### src/rtl/shed_pkg.sv
// Package of register map, field layout, reset values and timing for rail-one phase shedding.
package shed_pkg;
    // Register offsets on the management bus.
    localparam logic [7:0] ADDR_CONTROL = 8'h20;
    localparam logic [7:0] ADDR_HOLDOFF = 8'h21;
    localparam logic [7:0] ADDR_WINDOW = 8'h22;
    localparam logic [7:0] ADDR_L1_HIGH = 8'h23;
    localparam logic [7:0] ADDR_L1_LOW = 8'h24;
    localparam logic [7:0] ADDR_L2_HIGH = 8'h25;
    localparam logic [7:0] ADDR_L2_LOW = 8'h26;
    // Control register field positions.
    localparam int BIT_SHED_EN = 5;
    localparam int BIT_AUTO_SKIP = 4;
    localparam int BIT_PS1_MIN_LO = 2;
    localparam int BIT_SHED_MIN_LO = 0;
    localparam logic [7:0] CONTROL_MASK = 8'h3f;
    // Reset values.
    localparam logic [7:0] RST_CONTROL = 8'h15;
    localparam logic [7:0] RST_HOLDOFF = 8'h0f;
    localparam logic [7:0] RST_WINDOW = 8'h0f;
    localparam logic [7:0] RST_LEVEL = 8'h00;
    // Timing: one holdoff or window unit, and the system clock.
    localparam int UNIT_MS = 4;
    localparam int CLK_HZ = 50_000_000;
    localparam int UNIT_CYCLES = UNIT_MS * (CLK_HZ / 1000);
    // Phase count encoding on the output.
    localparam logic [1:0] PHASES_ONE = 2'h1;
    localparam logic [1:0] PHASES_TWO = 2'h2;
    localparam logic [1:0] PHASES_THREE = 2'h3;
    // Power state codes carried by the power state command.
    localparam logic [1:0] PSTATE_ZERO = 2'h0;
    localparam logic [1:0] PSTATE_ONE = 2'h1;
    localparam logic [1:0] PSTATE_TWO = 2'h2;
    localparam logic [1:0] PSTATE_THREE = 2'h3;
    // Shedding level state and the pending step direction.
    typedef enum logic [1:0] {LVL_ONE, LVL_TWO, LVL_THREE} level_t;
    typedef enum logic [1:0] {STEP_NONE, STEP_UP, STEP_DOWN} step_t;
endpackage

### src/rtl/shed_timing_if.sv
// Interface between the shedding controller and its holdoff and window timer.
interface shed_timing_if;
    logic [7:0] holdoff_len;
    logic [7:0] window_len;
    logic soft_start_done;
    logic win_run;
    logic win_restart;
    logic holdoff_done;
    logic win_expired;
    modport ctrl (output holdoff_len, output window_len, output soft_start_done,
        output win_run, output win_restart, input holdoff_done, input win_expired);
    modport timer (input holdoff_len, input window_len, input soft_start_done,
        input win_run, input win_restart, output holdoff_done, output win_expired);
endinterface

### src/rtl/shed_timer.sv
// Unit prescaler, post-soft-start holdoff counter and detection window counter.
module shed_timer #(
    parameter int TICK_CYCLES = shed_pkg::UNIT_CYCLES
) (
    // Clock and reset.
    input wire logic i_clk,
    input wire logic i_rst_n,
    // Timing handshake with the controller.
    shed_timing_if.timer tif
);
    import shed_pkg::*;

    localparam int PW = $clog2(TICK_CYCLES + 1);
    localparam logic [PW-1:0] TICK_LAST = PW'(TICK_CYCLES - 1);

    logic [PW-1:0] pre_ff, nxt_pre;
    logic [7:0] hold_cnt_ff, nxt_hold_cnt;
    logic hold_done_ff, nxt_hold_done;
    logic [7:0] win_cnt_ff, nxt_win_cnt;
    logic win_exp_ff, nxt_win_exp;
    logic tick;

    // Free-running prescaler; windows may start mid-unit, so they carry up to one unit of jitter.
    always_comb begin
        tick = (pre_ff == TICK_LAST);
        nxt_pre = tick ? '0 : pre_ff + PW'(1);
    end

    // Holdoff counts units once soft start is done, and rearms whenever soft start drops.
    always_comb begin
        nxt_hold_cnt = hold_cnt_ff;
        nxt_hold_done = hold_done_ff;
        if (!tif.soft_start_done) begin
            nxt_hold_cnt = 8'h00;
            nxt_hold_done = 1'b0;
        end else if (hold_cnt_ff >= tif.holdoff_len) begin
            nxt_hold_done = 1'b1;
        end else if (tick) begin
            nxt_hold_cnt = hold_cnt_ff + 8'h01;
        end
    end

    // Window counts units while a condition persists and restarts when it clears or changes.
    always_comb begin
        nxt_win_cnt = win_cnt_ff;
        nxt_win_exp = 1'b0;
        if (!tif.win_run || tif.win_restart) begin
            nxt_win_cnt = 8'h00;
        end else if (win_cnt_ff >= tif.window_len) begin
            nxt_win_exp = !win_exp_ff;
        end else if (tick) begin
            nxt_win_cnt = win_cnt_ff + 8'h01;
        end
    end

    // State registers.
    always_ff @(posedge i_clk) begin
        if (!i_rst_n) begin
            pre_ff <= '0;
            hold_cnt_ff <= 8'h00;
            hold_done_ff <= 1'b0;
            win_cnt_ff <= 8'h00;
            win_exp_ff <= 1'b0;
        end else begin
            pre_ff <= nxt_pre;
            hold_cnt_ff <= nxt_hold_cnt;
            hold_done_ff <= nxt_hold_done;
            win_cnt_ff <= nxt_win_cnt;
            win_exp_ff <= nxt_win_exp;
        end
    end

    assign tif.holdoff_done = hold_done_ff;
    assign tif.win_expired = win_exp_ff;
endmodule

### src/rtl/rail1_phase_shedding_regs.sv
// Rail-one dynamic phase shedding: register bank, level state machine and phase count output.
module rail1_phase_shedding_regs
    import shed_pkg::*;
#(
    parameter int TICK_CYCLES = shed_pkg::UNIT_CYCLES,
    parameter logic [1:0] MAX_PHASES = shed_pkg::PHASES_THREE
) (
    // Clock and reset.
    input wire logic I_CLK,
    input wire logic I_RST_N,
    // Byte register port from the management bus engine.
    input wire logic [7:0] I_REG_ADDR,
    input wire logic [7:0] I_REG_WDATA,
    input wire logic I_REG_WR,
    input wire logic I_REG_RD,
    output logic [7:0] O_REG_RDATA,
    // Power state command and regulator status.
    input wire logic I_PS_CMD,
    input wire logic [1:0] I_PS_CODE,
    input wire logic I_SOFT_START_DONE,
    input wire logic [7:0] I_LOAD_CURRENT,
    // Phase control outputs.
    output logic [1:0] O_ACTIVE_PHASES,
    output logic O_PULSE_SKIP,
    output logic O_SHED_ACTIVE
);
    import shed_pkg::*;

    // Decode a minimum phase field; codes 00 and 01 both mean a single phase.
    function automatic logic [1:0] min_phases(input logic [1:0] code);
        min_phases = (code == 2'h0) ? PHASES_ONE : code;
    endfunction

    // Larger of two phase counts, then limited to the phases fitted on the board.
    function automatic logic [1:0] pick_phases(input logic [1:0] a, input logic [1:0] b);
        logic [1:0] m;
        m = (a > b) ? a : b;
        pick_phases = (m > MAX_PHASES) ? MAX_PHASES : m;
    endfunction

    shed_timing_if tif ();

    shed_timer #(
        .TICK_CYCLES(TICK_CYCLES)
    ) u_timer (
        .i_clk(I_CLK),
        .i_rst_n(I_RST_N),
        .tif(tif)
    );

    logic [7:0] control_ff, nxt_control;
    logic [7:0] holdoff_ff, nxt_holdoff;
    logic [7:0] window_ff, nxt_window;
    logic [7:0] l1_high_ff, nxt_l1_high;
    logic [7:0] l1_low_ff, nxt_l1_low;
    logic [7:0] l2_high_ff, nxt_l2_high;
    logic [7:0] l2_low_ff, nxt_l2_low;
    logic [7:0] rdata_ff, nxt_rdata;
    logic [1:0] pstate_ff, nxt_pstate;

    // Register writes and read data; unmapped reads return zero and reserved bits read zero.
    always_comb begin
        nxt_control = control_ff;
        nxt_holdoff = holdoff_ff;
        nxt_window = window_ff;
        nxt_l1_high = l1_high_ff;
        nxt_l1_low = l1_low_ff;
        nxt_l2_high = l2_high_ff;
        nxt_l2_low = l2_low_ff;
        nxt_rdata = rdata_ff;
        if (I_REG_WR) begin
            if (I_REG_ADDR == ADDR_CONTROL) begin
                nxt_control = I_REG_WDATA & CONTROL_MASK;
            end else if (I_REG_ADDR == ADDR_HOLDOFF) begin
                nxt_holdoff = I_REG_WDATA;
            end else if (I_REG_ADDR == ADDR_WINDOW) begin
                nxt_window = I_REG_WDATA;
            end else if (I_REG_ADDR == ADDR_L1_HIGH) begin
                nxt_l1_high = I_REG_WDATA;
            end else if (I_REG_ADDR == ADDR_L1_LOW) begin
                nxt_l1_low = I_REG_WDATA;
            end else if (I_REG_ADDR == ADDR_L2_HIGH) begin
                nxt_l2_high = I_REG_WDATA;
            end else if (I_REG_ADDR == ADDR_L2_LOW) begin
                nxt_l2_low = I_REG_WDATA;
            end
        end
        if (I_REG_RD) begin
            if (I_REG_ADDR == ADDR_CONTROL) begin
                nxt_rdata = control_ff;
            end else if (I_REG_ADDR == ADDR_HOLDOFF) begin
                nxt_rdata = holdoff_ff;
            end else if (I_REG_ADDR == ADDR_WINDOW) begin
                nxt_rdata = window_ff;
            end else if (I_REG_ADDR == ADDR_L1_HIGH) begin
                nxt_rdata = l1_high_ff;
            end else if (I_REG_ADDR == ADDR_L1_LOW) begin
                nxt_rdata = l1_low_ff;
            end else if (I_REG_ADDR == ADDR_L2_HIGH) begin
                nxt_rdata = l2_high_ff;
            end else if (I_REG_ADDR == ADDR_L2_LOW) begin
                nxt_rdata = l2_low_ff;
            end else begin
                nxt_rdata = 8'h00;
            end
        end
        nxt_pstate = I_PS_CMD ? I_PS_CODE : pstate_ff;
    end

    // Register bank storage.
    always_ff @(posedge I_CLK) begin
        if (!I_RST_N) begin
            control_ff <= RST_CONTROL;
            holdoff_ff <= RST_HOLDOFF;
            window_ff <= RST_WINDOW;
            l1_high_ff <= RST_LEVEL;
            l1_low_ff <= RST_LEVEL;
            l2_high_ff <= RST_LEVEL;
            l2_low_ff <= RST_LEVEL;
            rdata_ff <= 8'h00;
            pstate_ff <= PSTATE_ZERO;
        end else begin
            control_ff <= nxt_control;
            holdoff_ff <= nxt_holdoff;
            window_ff <= nxt_window;
            l1_high_ff <= nxt_l1_high;
            l1_low_ff <= nxt_l1_low;
            l2_high_ff <= nxt_l2_high;
            l2_low_ff <= nxt_l2_low;
            rdata_ff <= nxt_rdata;
            pstate_ff <= nxt_pstate;
        end
    end

    level_t level_ff, nxt_level;
    step_t step, step_ff;
    logic moved_ff, nxt_moved;
    logic shed_on, ps_low, auto_skip;
    logic [1:0] floor_ph, lvl_ph;
    logic [1:0] phases_ff, nxt_phases;
    logic skip_ff, nxt_skip;
    logic active_ff;

    // Load is in units of max current / 256; above a high level means load > value units.
    always_comb begin
        shed_on = control_ff[BIT_SHED_EN] && tif.holdoff_done;
        ps_low = (pstate_ff == PSTATE_TWO) || (pstate_ff == PSTATE_THREE);
        step = STEP_NONE;
        case (level_ff)
            LVL_THREE: begin
                if (I_LOAD_CURRENT <= l2_low_ff) step = STEP_DOWN;
            end
            LVL_TWO: begin
                if (I_LOAD_CURRENT > l2_high_ff) begin
                    step = STEP_UP;
                end else if (I_LOAD_CURRENT <= l1_low_ff) begin
                    step = STEP_DOWN;
                end
            end
            default: begin
                if (I_LOAD_CURRENT > l1_high_ff) step = STEP_UP;
            end
        endcase
        if (!shed_on) step = STEP_NONE;
    end

    // Level state machine steps one level when the window expires on a steady condition, and returns to level three whenever shedding is off.
    always_comb begin
        nxt_level = level_ff;
        nxt_moved = 1'b0;
        if (!shed_on) begin
            nxt_level = LVL_THREE;
        end else if (tif.win_expired && step != STEP_NONE && step == step_ff) begin
            nxt_moved = 1'b1;
            case (level_ff)
                LVL_THREE: nxt_level = LVL_TWO;
                LVL_TWO: nxt_level = (step == STEP_UP) ? LVL_THREE : LVL_ONE;
                default: nxt_level = LVL_TWO;
            endcase
        end
    end

    // Outputs: power state two/three override every minimum and force a single phase.
    always_comb begin
        floor_ph = (pstate_ff == PSTATE_ONE) ? min_phases(control_ff[BIT_PS1_MIN_LO +: 2])
            : min_phases(control_ff[BIT_SHED_MIN_LO +: 2]);
        lvl_ph = (level_ff == LVL_ONE) ? PHASES_ONE
            : (level_ff == LVL_TWO) ? PHASES_TWO : PHASES_THREE;
        auto_skip = control_ff[BIT_SHED_EN] && control_ff[BIT_AUTO_SKIP];
        if (ps_low) begin
            nxt_phases = PHASES_ONE;
            nxt_skip = 1'b1;
        end else if (shed_on) begin
            nxt_phases = pick_phases(floor_ph, lvl_ph);
            nxt_skip = auto_skip && level_ff == LVL_ONE && nxt_phases == PHASES_ONE;
        end else if (pstate_ff == PSTATE_ONE) begin
            nxt_phases = pick_phases(floor_ph, PHASES_ONE);
            nxt_skip = 1'b0;
        end else begin
            nxt_phases = MAX_PHASES;
            nxt_skip = 1'b0;
        end
    end

    // Level, step history and output registers.
    always_ff @(posedge I_CLK) begin
        if (!I_RST_N) begin
            level_ff <= LVL_THREE;
            step_ff <= STEP_NONE;
            moved_ff <= 1'b0;
            phases_ff <= PHASES_THREE;
            skip_ff <= 1'b0;
            active_ff <= 1'b0;
        end else begin
            level_ff <= nxt_level;
            step_ff <= step;
            moved_ff <= nxt_moved;
            phases_ff <= nxt_phases;
            skip_ff <= nxt_skip;
            active_ff <= shed_on;
        end
    end

    // Timer handshake; a fresh window starts after every step or condition change.
    assign tif.holdoff_len = holdoff_ff;
    assign tif.window_len = window_ff;
    assign tif.soft_start_done = I_SOFT_START_DONE;
    assign tif.win_run = (step != STEP_NONE);
    assign tif.win_restart = (step != step_ff) || moved_ff;

    assign O_REG_RDATA = rdata_ff;
    assign O_ACTIVE_PHASES = phases_ff;
    assign O_PULSE_SKIP = skip_ff;
    assign O_SHED_ACTIVE = active_ff;
endmodule

### config.mk
export PLATFORM = sky130hd
export DESIGN_NAME = rail1_phase_shedding_regs
export DESIGN_NICKNAME = d
export VERILOG_FILES = /design/src/rtl/shed_pkg.sv /design/src/rtl/shed_timing_if.sv /design/src/rtl/shed_timer.sv /design/src/rtl/rail1_phase_shedding_regs.sv
export SDC_FILE = /design/constraint.sdc
export NUM_CORES = 1
export LEC_CHECK = 0
export ABC_CLOCK_PERIOD_IN_PS = 2680
export BUFFER_PORTS_ARGS = -buffer_cell sky130_fd_sc_hd__clkbuf_2
export CAP_MARGIN = 20
export CORE_ASPECT_RATIO = 1.5
export CORE_MARGIN = 2
export CORE_UTILIZATION = 40
export CTS_CLUSTER_DIAMETER = 50
export DETAILED_ROUTE_END_ITERATION = 8
export GPL_TIMING_DRIVEN = 1
export SKIP_LAST_GASP = 1
export SLEW_MARGIN = 25
export SYNTH_ARGS = -nofsm -noshare
export SYNTH_HDL_FRONTEND = slang
export SYNTH_SLANG_ARGS = --single-unit
### constraint.sdc
create_clock -name I_CLK -period 2.68 [get_ports I_CLK]
set_input_delay 0 -clock I_CLK [delete_from_list [all_inputs] [get_ports I_CLK]]
set_output_delay 0 -clock I_CLK [all_outputs]
set_load 0.02 [all_outputs]
==> metrics.yaml, run 1 <==
route:
  antenna_left: 0
  firstDrtPassIters: 5
  dr.first_iter.drc_count: 240
  via_count: 5228
  vias_per_cell: 5.45
  drt-total-wl_mm: 16.2
  wl_per_cell_um: 16.9
  drc: 0
global_route:
  grt_usage: 0.200
  grt_max_degree: 53
  met1_usage: 0.226
  grt_pass1_wl_mm: 26.1
  grt_pass1_vias: 5154
  busiest_layer: "met2"
  antenna_found_initial: 0
  gr-usage-met3: 0.0267
  use_met2: 0.366
  grt_remaining_overflow: 0
finish:
  fill_cells: 1442
  final_area_mm2: 0.00700
  final_common_cell: "dfxtp_1"
  drive_above_1_share: 0.132
  finalNonFillerCells: 959
  nNetsFinal: 846
  mostFrequentLayoutCells: "dfxtp_1, nand2_1, ha_1"
  n_antenna_cell: 0
  post-route-util: 0.464
  area_delta_synth_final_pct: 13.4
timing:
  hold_ws_ns: 0.0229
  setup_viol: 0
  final_hold_viol_count: 0
  rsz0062_at_grt: "yes"
  period_share: 0.987
  fin_crit_ns: 2.65
  skew_ns: 0.00563
  slew_violations: 0
  tns_ns: 0
  max_freq_ghz: 0.378
  finalWorstSetupSlack_ns: 0.0336
  worstMarginPinSlew_ns: 0.582
  relSlewSlack: 0.609
yosys:
  synthFlopType: "dfxtp_1"
  async_reset_ff_frac: 0
  yosysTopAreaCell: "dfxtp_1"
  synth_top_area_share: 0.354
  yosys-top-cells-area: "dfxtp_1, ha_1, mux2i_1"
  ys_ff_latch: 109
  ys_seq_area_frac: 0.354
  synthesis.nets: 808
  syn-cell-area_mm2: 0.00617
  ys.warnings.count: 0
  synth_edf_count: 0
  synthCells: 718
  synth_cell_types: 64
  syn_avg_cell_area_um2: 8.59
worst_hold_path:
  hold_path_end: "holdoff_ff[6]"
  hp-start: "I_REG_WDATA[6]"
  hp-class: "in2reg"
  hold_depth: 3
placement:
  hpwl_mm: 12.2
  dp.cells: 938
  numPortBuffers: 43
  gp_congestion: 0.854
  dp_slack_ns: 0.119
  placed_area_mm2: 0.00657
cts:
  cts_max_level: 3
  numCtsBuffers: 9
  cts.sinks: 109
  cts_tree: "yes"
  cts_root_buffer: "clkbuf_16"
  clk_latency_ns: 0.35
  clkTransAtPathRegs_ns: 0.07
  clockBufferDepth: 2
power_and_ir_drop:
  power.internal_mw: 2.41
  vdd.ir_drop.worst_uv: 314
  powerDensity_mw_per_mm2: 453
  swShare: 0.241
  clkPwrFrac: 0.404
  report.power.total_mw: 3.17
  seq_power_share: 0.518
  power.leakage_nw: 2.72
  p_switching_mw: 0.764
  power_frac_comb: 0.078
floorplanning:
  pin_count: 44
  die_area_mm2: 0.0165
  fp.dieH_um: 156
  rows: 55
  die_w_um: 105
  fp.coreArea_mm2: 0.0151
  initial_core_util: 0.409
setup_path:
  required_ns: 2.92
  end_kind: "flip-flop"
  r2r_start: "l2_low_ff[1]"
  rrSetupSlack_ns: 0.03
  startpoint_type: "flip-flop"
  path_max_fanout: 3
  rr_worst_depth: 10
  r2r-end: "level_ff[1]"
  worstSetupPathType: "reg2reg"
  critPathArrivalTime_ns: 2.89
flow_run:
  drv_cap: 0
run_status:
  outcome: "finished, final reports clean"
cell usage after synthesis (3+ instances only):
| cell type | instances |
|---|---|
| dfxtp_1 | 109 |
| nand2_1 | 86 |
| ha_1 | 58 |
| inv_1 | 52 |
| mux2i_1 | 42 |
| nand3_1 | 42 |
| nor2_1 | 42 |
| nor2b_1 | 32 |
| a21oi_1 | 30 |
| clkbuf_1 | 23 |
| o21ai_0 | 20 |
| a21boi_0 | 16 |
| o211ai_1 | 15 |
| xnor2_1 | 14 |
| nor3_1 | 13 |
| and3_1 | 11 |
| nand4_1 | 9 |
| xor2_1 | 9 |
| a21o_1 | 8 |
| a222oi_1 | 6 |
| and2_1 | 6 |
| buf_2 | 5 |
| or3_1 | 5 |
| a31oi_1 | 4 |
| nand2b_1 | 4 |
| or2_2 | 4 |
| a21boi_1 | 3 |
| a41o_1 | 3 |
| nand3b_1 | 3 |
| o21a_1 | 3 |
critical path, cell delays in order, from the launching register on:
cell	delay [ns]
dfxtp_1	0.35
inv_1	0.05
ha_1	0.28
nor2b_1	0.14
o21a_1	0.15
o21ai_0	0.28
a21oi_1	0.18
a2bb2oi_2	0.22
nor4b_4	0.55
o31ai_4	0.15
a21o_1	0.19
layout make-up:
cell class | instances | area (um^2) | area share
clock buffer | 12 | 256 | 0.0367
clock inverter | 3 | 21.3 | 0.00304
inverter | 54 | 203 | 0.0290
multi-input combinational | 527 | 3770 | 0.538
sequential | 109 | 2180 | 0.312
tap | 199 | 249 | 0.0356
timing repair buffer | 55 | 318 | 0.0454
registers in the layout, summed over array words and instances (netlist names), 6 cells and up:
register / count
holdoff_ff: 8
u_timer.hold_cnt_ff: 8
control_ff: 6
l2_high_ff: 8
O_REG_RDATA: 8
u_timer.pre_ff: 18
l1_low_ff: 8
l2_low_ff: 8
tif.window_len: 8
l1_high_ff: 8
u_timer.win_cnt_ff: 8
metal layers:
layer | wire length, um | vias up
li1 | - | 2588
met1 | 6720 | 2497
met2 | 8340 | 108
met3 | 548 | 35
met4 | 569 | 0
met5 | 0 | -
cell families after synthesis:
family,count (synthesis),synth area share
AO/OA/AOI/OAI,127,0.145
multiplexers,42,0.0681
AND/OR/NAND/NOR,276,0.231
buffers and inverters,83,0.0515
adder cells (fa/ha/maj),58,0.118
XOR/XNOR,23,0.0327
flip-flops,109,0.354
power groups by stage:
stage                     combinational [mW]  sequential (mW)  clock (mW)
after global routing                   0.272             1.64        1.37
after floorplan                        0.127             1.69           0
after CTS                              0.241             1.64        1.30
after detailed placement               0.234             1.68           0
after global placement                 0.227             1.68           0
final                                  0.248             1.64        1.28
timing repair:
action                                  CTS  global route
hold endpoints to repair                  3             0
endpoints found under the setup margin    0            11
resized for setup                         0            19
buffers inserted                          0             1
hold buffers                              5             0
how the worst max path moves through the flow:
stage	from	end	slack, ns
2_1_floorplan	l2_high_ff[1]	u_timer.tif.win_expired	0.41
3_3_place_gp	level_ff[0]	u_timer.tif.win_expired	0.18
3_5_place_dp	l2_high_ff[1]	level_ff[0]	0.12
4_1_cts	l2_high_ff[1]	level_ff[0]	0.09
5_1_grt	l2_low_ff[1]	level_ff[1]	-0.05
6_report	l2_low_ff[1]	level_ff[1]	0.03
(Power assumes the default switching activity.)
==> run 2, diff against run 1 <==
==> constraint.sdc (replaced) <==
create_clock -name I_CLK -period 2.68 [get_ports I_CLK]
set_input_delay 0.536 -clock I_CLK [delete_from_list [all_inputs] [get_ports I_CLK]]
set_output_delay 0.536 -clock I_CLK [all_outputs]
set_load 0.02 [all_outputs]
==> run 2 against run 1 <==
Compared with the run above:
- core utilization rose by 0.90 points
- sequential share of layout area fell by 0.60 points
- global-route usage rose by 0.096 points
- via count fell by 0.33%
- clock-buffer cell count fell by 1
- final cell count rose by 2.3%
- maximum frequency barely moved
- sequential power barely moved
- final area rose by 1.9%
- setup slack got worse by 0.0015 ns
- non-clock buffer count rose by 21
==> metrics.yaml, run 2 (synthesis results as in run 1) <==
cts:
  cts.sinks: 109
  cts_tree: "yes"
  ctsHoldBuffers: 0
  clockBufferDepth: 2
  cts_max_level: 3
  cts_root_buffer: "clkbuf_16"
  clkTransAtPathRegs_ns: 0.08
  clk_latency_ns: 0.36
  numCtsBuffers: 9
route:
  firstDrtPassIters: 6
  antenna_left: 0
  via_count: 5211
  dr.first_iter.drc_count: 360
  drc: 0
  drt-total-wl_mm: 16.3
  vias_per_cell: 5.31
  wl_per_cell_um: 16.6
setup_path:
  rr_worst_depth: 12
  end_kind: "flip-flop"
  r2r_start: "l2_high_ff[1]"
  r2r-end: "u_timer.win_cnt_ff[4]"
  path_max_fanout: 5
  startpoint_type: "flip-flop"
  critPathArrivalTime_ns: 2.88
  worstSetupPathType: "reg2reg"
  required_ns: 2.91
  rrSetupSlack_ns: 0.03
  startpoint: "l2_high_ff[1]"
finish:
  n_antenna_cell: 0
  post-route-util: 0.473
  largest-register: "u_timer.pre_ff"
  mostFrequentLayoutCells: "dfxtp_1, nand2_1, ha_1"
  fill_cells: 1465
  multi_input_area_mm2: 0.00374
  nNetsFinal: 867
  seq_area_mm2: 0.00218
  area_delta_synth_final_pct: 15.6
  drive_above_1_share: 0.157
  final_common_cell: "dfxtp_1"
  largest_reg_flops: 18
timing:
  worstMarginPinSlew_ns: 0.528
  final_hold_viol_count: 0
  relSlewSlack: 0.647
  rsz0062_at_grt: "yes"
  setup_viol: 0
  max_freq_ghz: 0.378
  fin_crit_ns: 2.65
  slew_violations: 0
  skew_ns: 0.0102
  period_share: 0.988
power_and_ir_drop:
  power.internal_mw: 2.43
  swShare: 0.244
  power.leakage_nw: 2.83
  seq_power_share: 0.512
  vdd.ir_drop.worst_uv: 306
  power_frac_comb: 0.079
  clkPwrFrac: 0.409
  p_switching_mw: 0.783
  powerDensity_mw_per_mm2: 450
  report.power.total_mw: 3.21
placement:
  numPortBuffers: 43
  gp_congestion: 0.855
  hpwl_mm: 12.7
floorplanning:
  die_w_um: 105
  fp.dieH_um: 156
  initial_core_util: 0.409
  die_area_mm2: 0.0165
  fp.coreArea_mm2: 0.0151
  rows: 55
  pin_count: 44
global_route:
  busiest_layer: "met2"
  met1_usage: 0.222
  grt_pass1_wl_mm: 26.2
  gr-usage-met3: 0.0305
  use_met2: 0.371
  grt_remaining_overflow: 0
  grt_usage: 0.201
  grt_max_degree: 38
  grt_pass1_vias: 5325
  antenna_found_initial: 0
run_status:
  outcome: "finished, final reports clean"
worst_hold_path:
  hold_depth: 3
  hold_path_end: "pstate_ff[1]"
  hp-class: "in2reg"
  hp-start: "I_PS_CODE[1]"
flow_run:
  drv_cap: 0
-- run 2: changes by cell type in the layout (fill, tap and decap cells not counted) --
cell	previous run	this run
nor3_1	6	10
a2bb2oi_2	1	0
inv_6	0	2
clkinv_4	1	2
a2bb2oi_1	0	1
clkinv_2	1	0
nor3_2	8	4
buf_4	7	33
clkbuf_1	1	0
dlygate4sd3_1	5	0
-- run 2: through the flow --
stage	hold WS (ns)	setup TNS [ns]	worst slack [ns]	cells	cell area (um^2)
global placement	0.449	-3.00	-0.307	959	6730
global route	0.446	-0.945	-0.125	981	7130
CTS	0.434	0	0.00654	975	7030
detailed placement	0.460	-3.62	-0.354	959	6730
floorplan	0.430	0	0.235	718	6170
finish	0.435	0	0.0322	981	7130
-- run 2: power groups by stage --
stage | Sequential (mW) | Combinational [mW] | Clock, mW
3_3_place_gp | 1.68 | 0.245 | 0
4_1_cts | 1.64 | 0.251 | 1.34
6_report | 1.64 | 0.252 | 1.31
2_1_floorplan | 1.69 | 0.127 | 0
5_1_grt | 1.65 | 0.278 | 1.41
3_5_place_dp | 1.68 | 0.250 | 0
-- run 2: how the worst max path moves through the flow --
stage                               to  slack, ns
5_1_grt                    level_ff[0]      -0.13
3_5_place_dp   u_timer.tif.win_expired      -0.35
4_1_cts          u_timer.win_cnt_ff[1]      0.007
3_3_place_gp   u_timer.tif.win_expired      -0.31
2_1_floorplan  u_timer.tif.win_expired       0.23
6_report         u_timer.win_cnt_ff[4]       0.03
-- run 2: area by class of cell --
type                       instances  area share
clock buffer                      11      0.0354
clock inverter                     5     0.00596
inverter                          54      0.0284
multi-input combinational        527       0.524
sequential                       109       0.306
tap                              199      0.0349
timing repair buffer              76      0.0649
-- run 2: repair_timing --
action,4_1_cts,5_1_grt
gates cloned,0,1
pin swaps,1,12
setup buffers,0,5
endpoints found under the hold margin,0,0
setup endpoints to repair,11,12
gates resized for setup,2,12
-- run 2: layer usage --
layer	vias to the layer above	share of wire
li1	2635	-
met1	2438	0.41
met2	101	0.52
met3	37	0.031
met4	0	0.040
met5	-	0
-- run 2: worst max-delay path, cell delays in order (launching register included) --
cell and delay, ns:
dfxtp_2 0.36, inv_2 0.05, ha_4 0.26, nor2b_4 0.12
o211ai_1 0.16, a211oi_2 0.33, o21ai_2 0.12, a2111oi_4 0.36
buf_4 0.19, nor4b_4 0.05, buf_4 0.15, nor3_4 0.28
nor3_1 0.10
==> run 3, diff against run 2 <==
Settings changed: BUFFER_PORTS_ARGS -buffer_cell sky130_fd_sc_hd__clkbuf_2 to default, DONT_BUFFER_PORTS from default to 1, SKIP_LAST_GASP 1 to default.
==> run 3 against run 2 <==
Compared with the run above:
- sequential share of layout area rose by 1.8 points
- clock-buffer cell count down 1
- final cell count shrank 6.4%
- clock power grew 5%
==> metrics.yaml, run 3 (synthesis results as in run 1) <==
timing:
  slew_violations: 0
  final_hold_viol_count: 0
  finalWorstSetupSlack_ns: 0.108
  max_freq_ghz: 0.389
  period_share: 0.960
  skew_ns: 0.0118
  setup_viol: 0
  fin_crit_ns: 2.57
  rsz0062_at_grt: "yes"
  relSlewSlack: 0.623
  tns_ns: 0
  worstMarginPinSlew_ns: 0.563
setup_path:
  path_cells: "inv_1 -> ha_1 -> nor2b_1 -> o211ai_1 -> a211oi_2 -> o21ai_2 -> a2111oi_4 -> nor4b_4 -> buf_4 -> o31ai_2 -> mux2i_1"
  cp_slowest_cell: "a2111oi_4"
  end_kind: "flip-flop"
  rr_worst_depth: 11
  required_ns: 2.97
  r2r-end: "level_ff[0]"
  critPathArrivalTime_ns: 2.86
  startpoint_type: "flip-flop"
  rrSetupSlack_ns: 0.11
  path_max_fanout: 4
  r2r_start: "l2_high_ff[1]"
  critPathMaxStageDelay_ns: 0.42
  worstSetupPathType: "reg2reg"
power_and_ir_drop:
  vdd.ir_drop.worst_uv: 374
  report.power.total_mw: 3.17
  power.leakage_nw: 2.55
  powerDensity_mw_per_mm2: 470
finish:
  fill_cells: 1467
  post-route-util: 0.447
  mostFrequentLayoutCells: "dfxtp_1, nand2_1, ha_1"
  nNetsFinal: 804
  n_antenna_cell: 0
  drive_above_1_share: 0.0751
  final_common_cell: "dfxtp_1"
  largest_reg_flops: 18
  area_delta_synth_final_pct: 9.19
  finalNonFillerCells: 918
  largest-register: "u_timer.pre_ff"
global_route:
  grt_pass1_vias: 4934
  grt_max_degree: 80
  grt_usage: 0.188
  use_met2: 0.344
  grt_pass1_wl_mm: 24.4
  busiest_layer: "met2"
  grt_remaining_overflow: 0
  met1_usage: 0.210
  gr-usage-met3: 0.0376
  antenna_found_initial: 0
cts:
  clkTransAtPathRegs_ns: 0.08
  cts.sinks: 109
  cts_max_level: 3
  cts_tree: "yes"
  cts_root_buffer: "clkbuf_16"
  clk_latency_ns: 0.35
  clockBufferDepth: 2
  numCtsBuffers: 9
placement:
  dp_slack_ns: -0.135
  gp_congestion: 0.880
  dp.cells: 900
  numPortBuffers: 0
  hpwl_mm: 11.9
floorplanning:
  fp.dieH_um: 156
  rows: 55
  die_w_um: 105
  fp.coreArea_mm2: 0.0151
  initial_core_util: 0.409
  pin_count: 44
  die_area_mm2: 0.0165
route:
  firstDrtPassIters: 4
  wl_per_cell_um: 16.7
  drc: 0
  dr.first_iter.drc_count: 233
  drt-total-wl_mm: 15.3
  antenna_left: 0
  vias_per_cell: 5.36
  via_count: 4916
worst_hold_path:
  hold_depth: 1
  hold_path_end: "control_ff[0]"
  hp-class: "in2reg"
  hp-start: "I_RST_N"
flow_run:
  drv_cap: 0
run_status:
  outcome: "finished, final reports clean"
run 3: worst max-delay path by stage:
| stage | from | to | slack [ns] | depth (start not counted) |
|---|---|---|---|---|
| CTS | l2_low_ff[1] | u_timer.tif.win_expired | 0.007 | 11 |
| global route | l2_high_ff[1] | level_ff[0] | -0.06 | 11 |
| floorplan | I_LOAD_CURRENT[1] | u_timer.tif.win_expired | 0.23 | 9 |
| finish | l2_high_ff[1] | level_ff[0] | 0.11 | 11 |
| global placement | I_LOAD_CURRENT[1] | u_timer.tif.win_expired | -0.04 | 10 |
| detailed placement | I_LOAD_CURRENT[1] | u_timer.tif.win_expired | -0.13 | 10 |
run 3: what timing repair did:
| item | CTS | global route |
|---|---|---|
| hold endpoints to repair | 0 | 0 |
| setup buffers | 0 | 1 |
| hold buffers | 0 | 0 |
| gates resized for setup | 0 | 4 |
| endpoints found under the setup margin | 0 | 12 |
run 3: power breakdown:
| group | internal, mW | total, mW | switching [mW] |
|---|---|---|---|
| logic | 0.0700 | 0.137 | 0.0673 |
| registers | 1.63 | 1.66 | 0.0227 |
| clock network | 0.759 | 1.37 | 0.614 |
run 3: routing by layer:
layer / part of all wire / wire length [um] / vias to the layer above
met5: 0 / 0 / -
met4: 0.024 / 375 / 0
met1: 0.41 / 6300 / 2315
met3: 0.037 / 568 / 23
li1: - / - / 2513
met2: 0.53 / 8070 / 65
run 3: cell type report:
class / count / area (um^2) / area share
Inverter: 54 / 203 / 0.0301
Multi-Input combinational cell: 527 / 3700 / 0.549
Clock buffer: 10 / 239 / 0.0355
Timing Repair Buffer: 13 / 97.6 / 0.0145
Sequential cell: 109 / 2180 / 0.324
Clock inverter: 6 / 70.1 / 0.0104
Tap cell: 199 / 249 / 0.0370
run 3: critical path: cells and delay by family, from the launching register on:
family	cells	cell delay [ns]
AO/OA/AOI/OAI	5	1.23
adder cells (fa/ha/maj)	1	0.28
buffers and inverters	2	0.23
flip-flops	1	0.36
multiplexers	1	0.21
AND/OR/NAND/NOR	2	0.21
run 3: through the flow:
stage	cell area, um^2	hold slack (ns)
finish	6740	0.296
global placement	6390	0.449
global route	6740	0.282
detailed placement	6390	0.458
CTS	6700	0.272
floorplan	6170	0.430
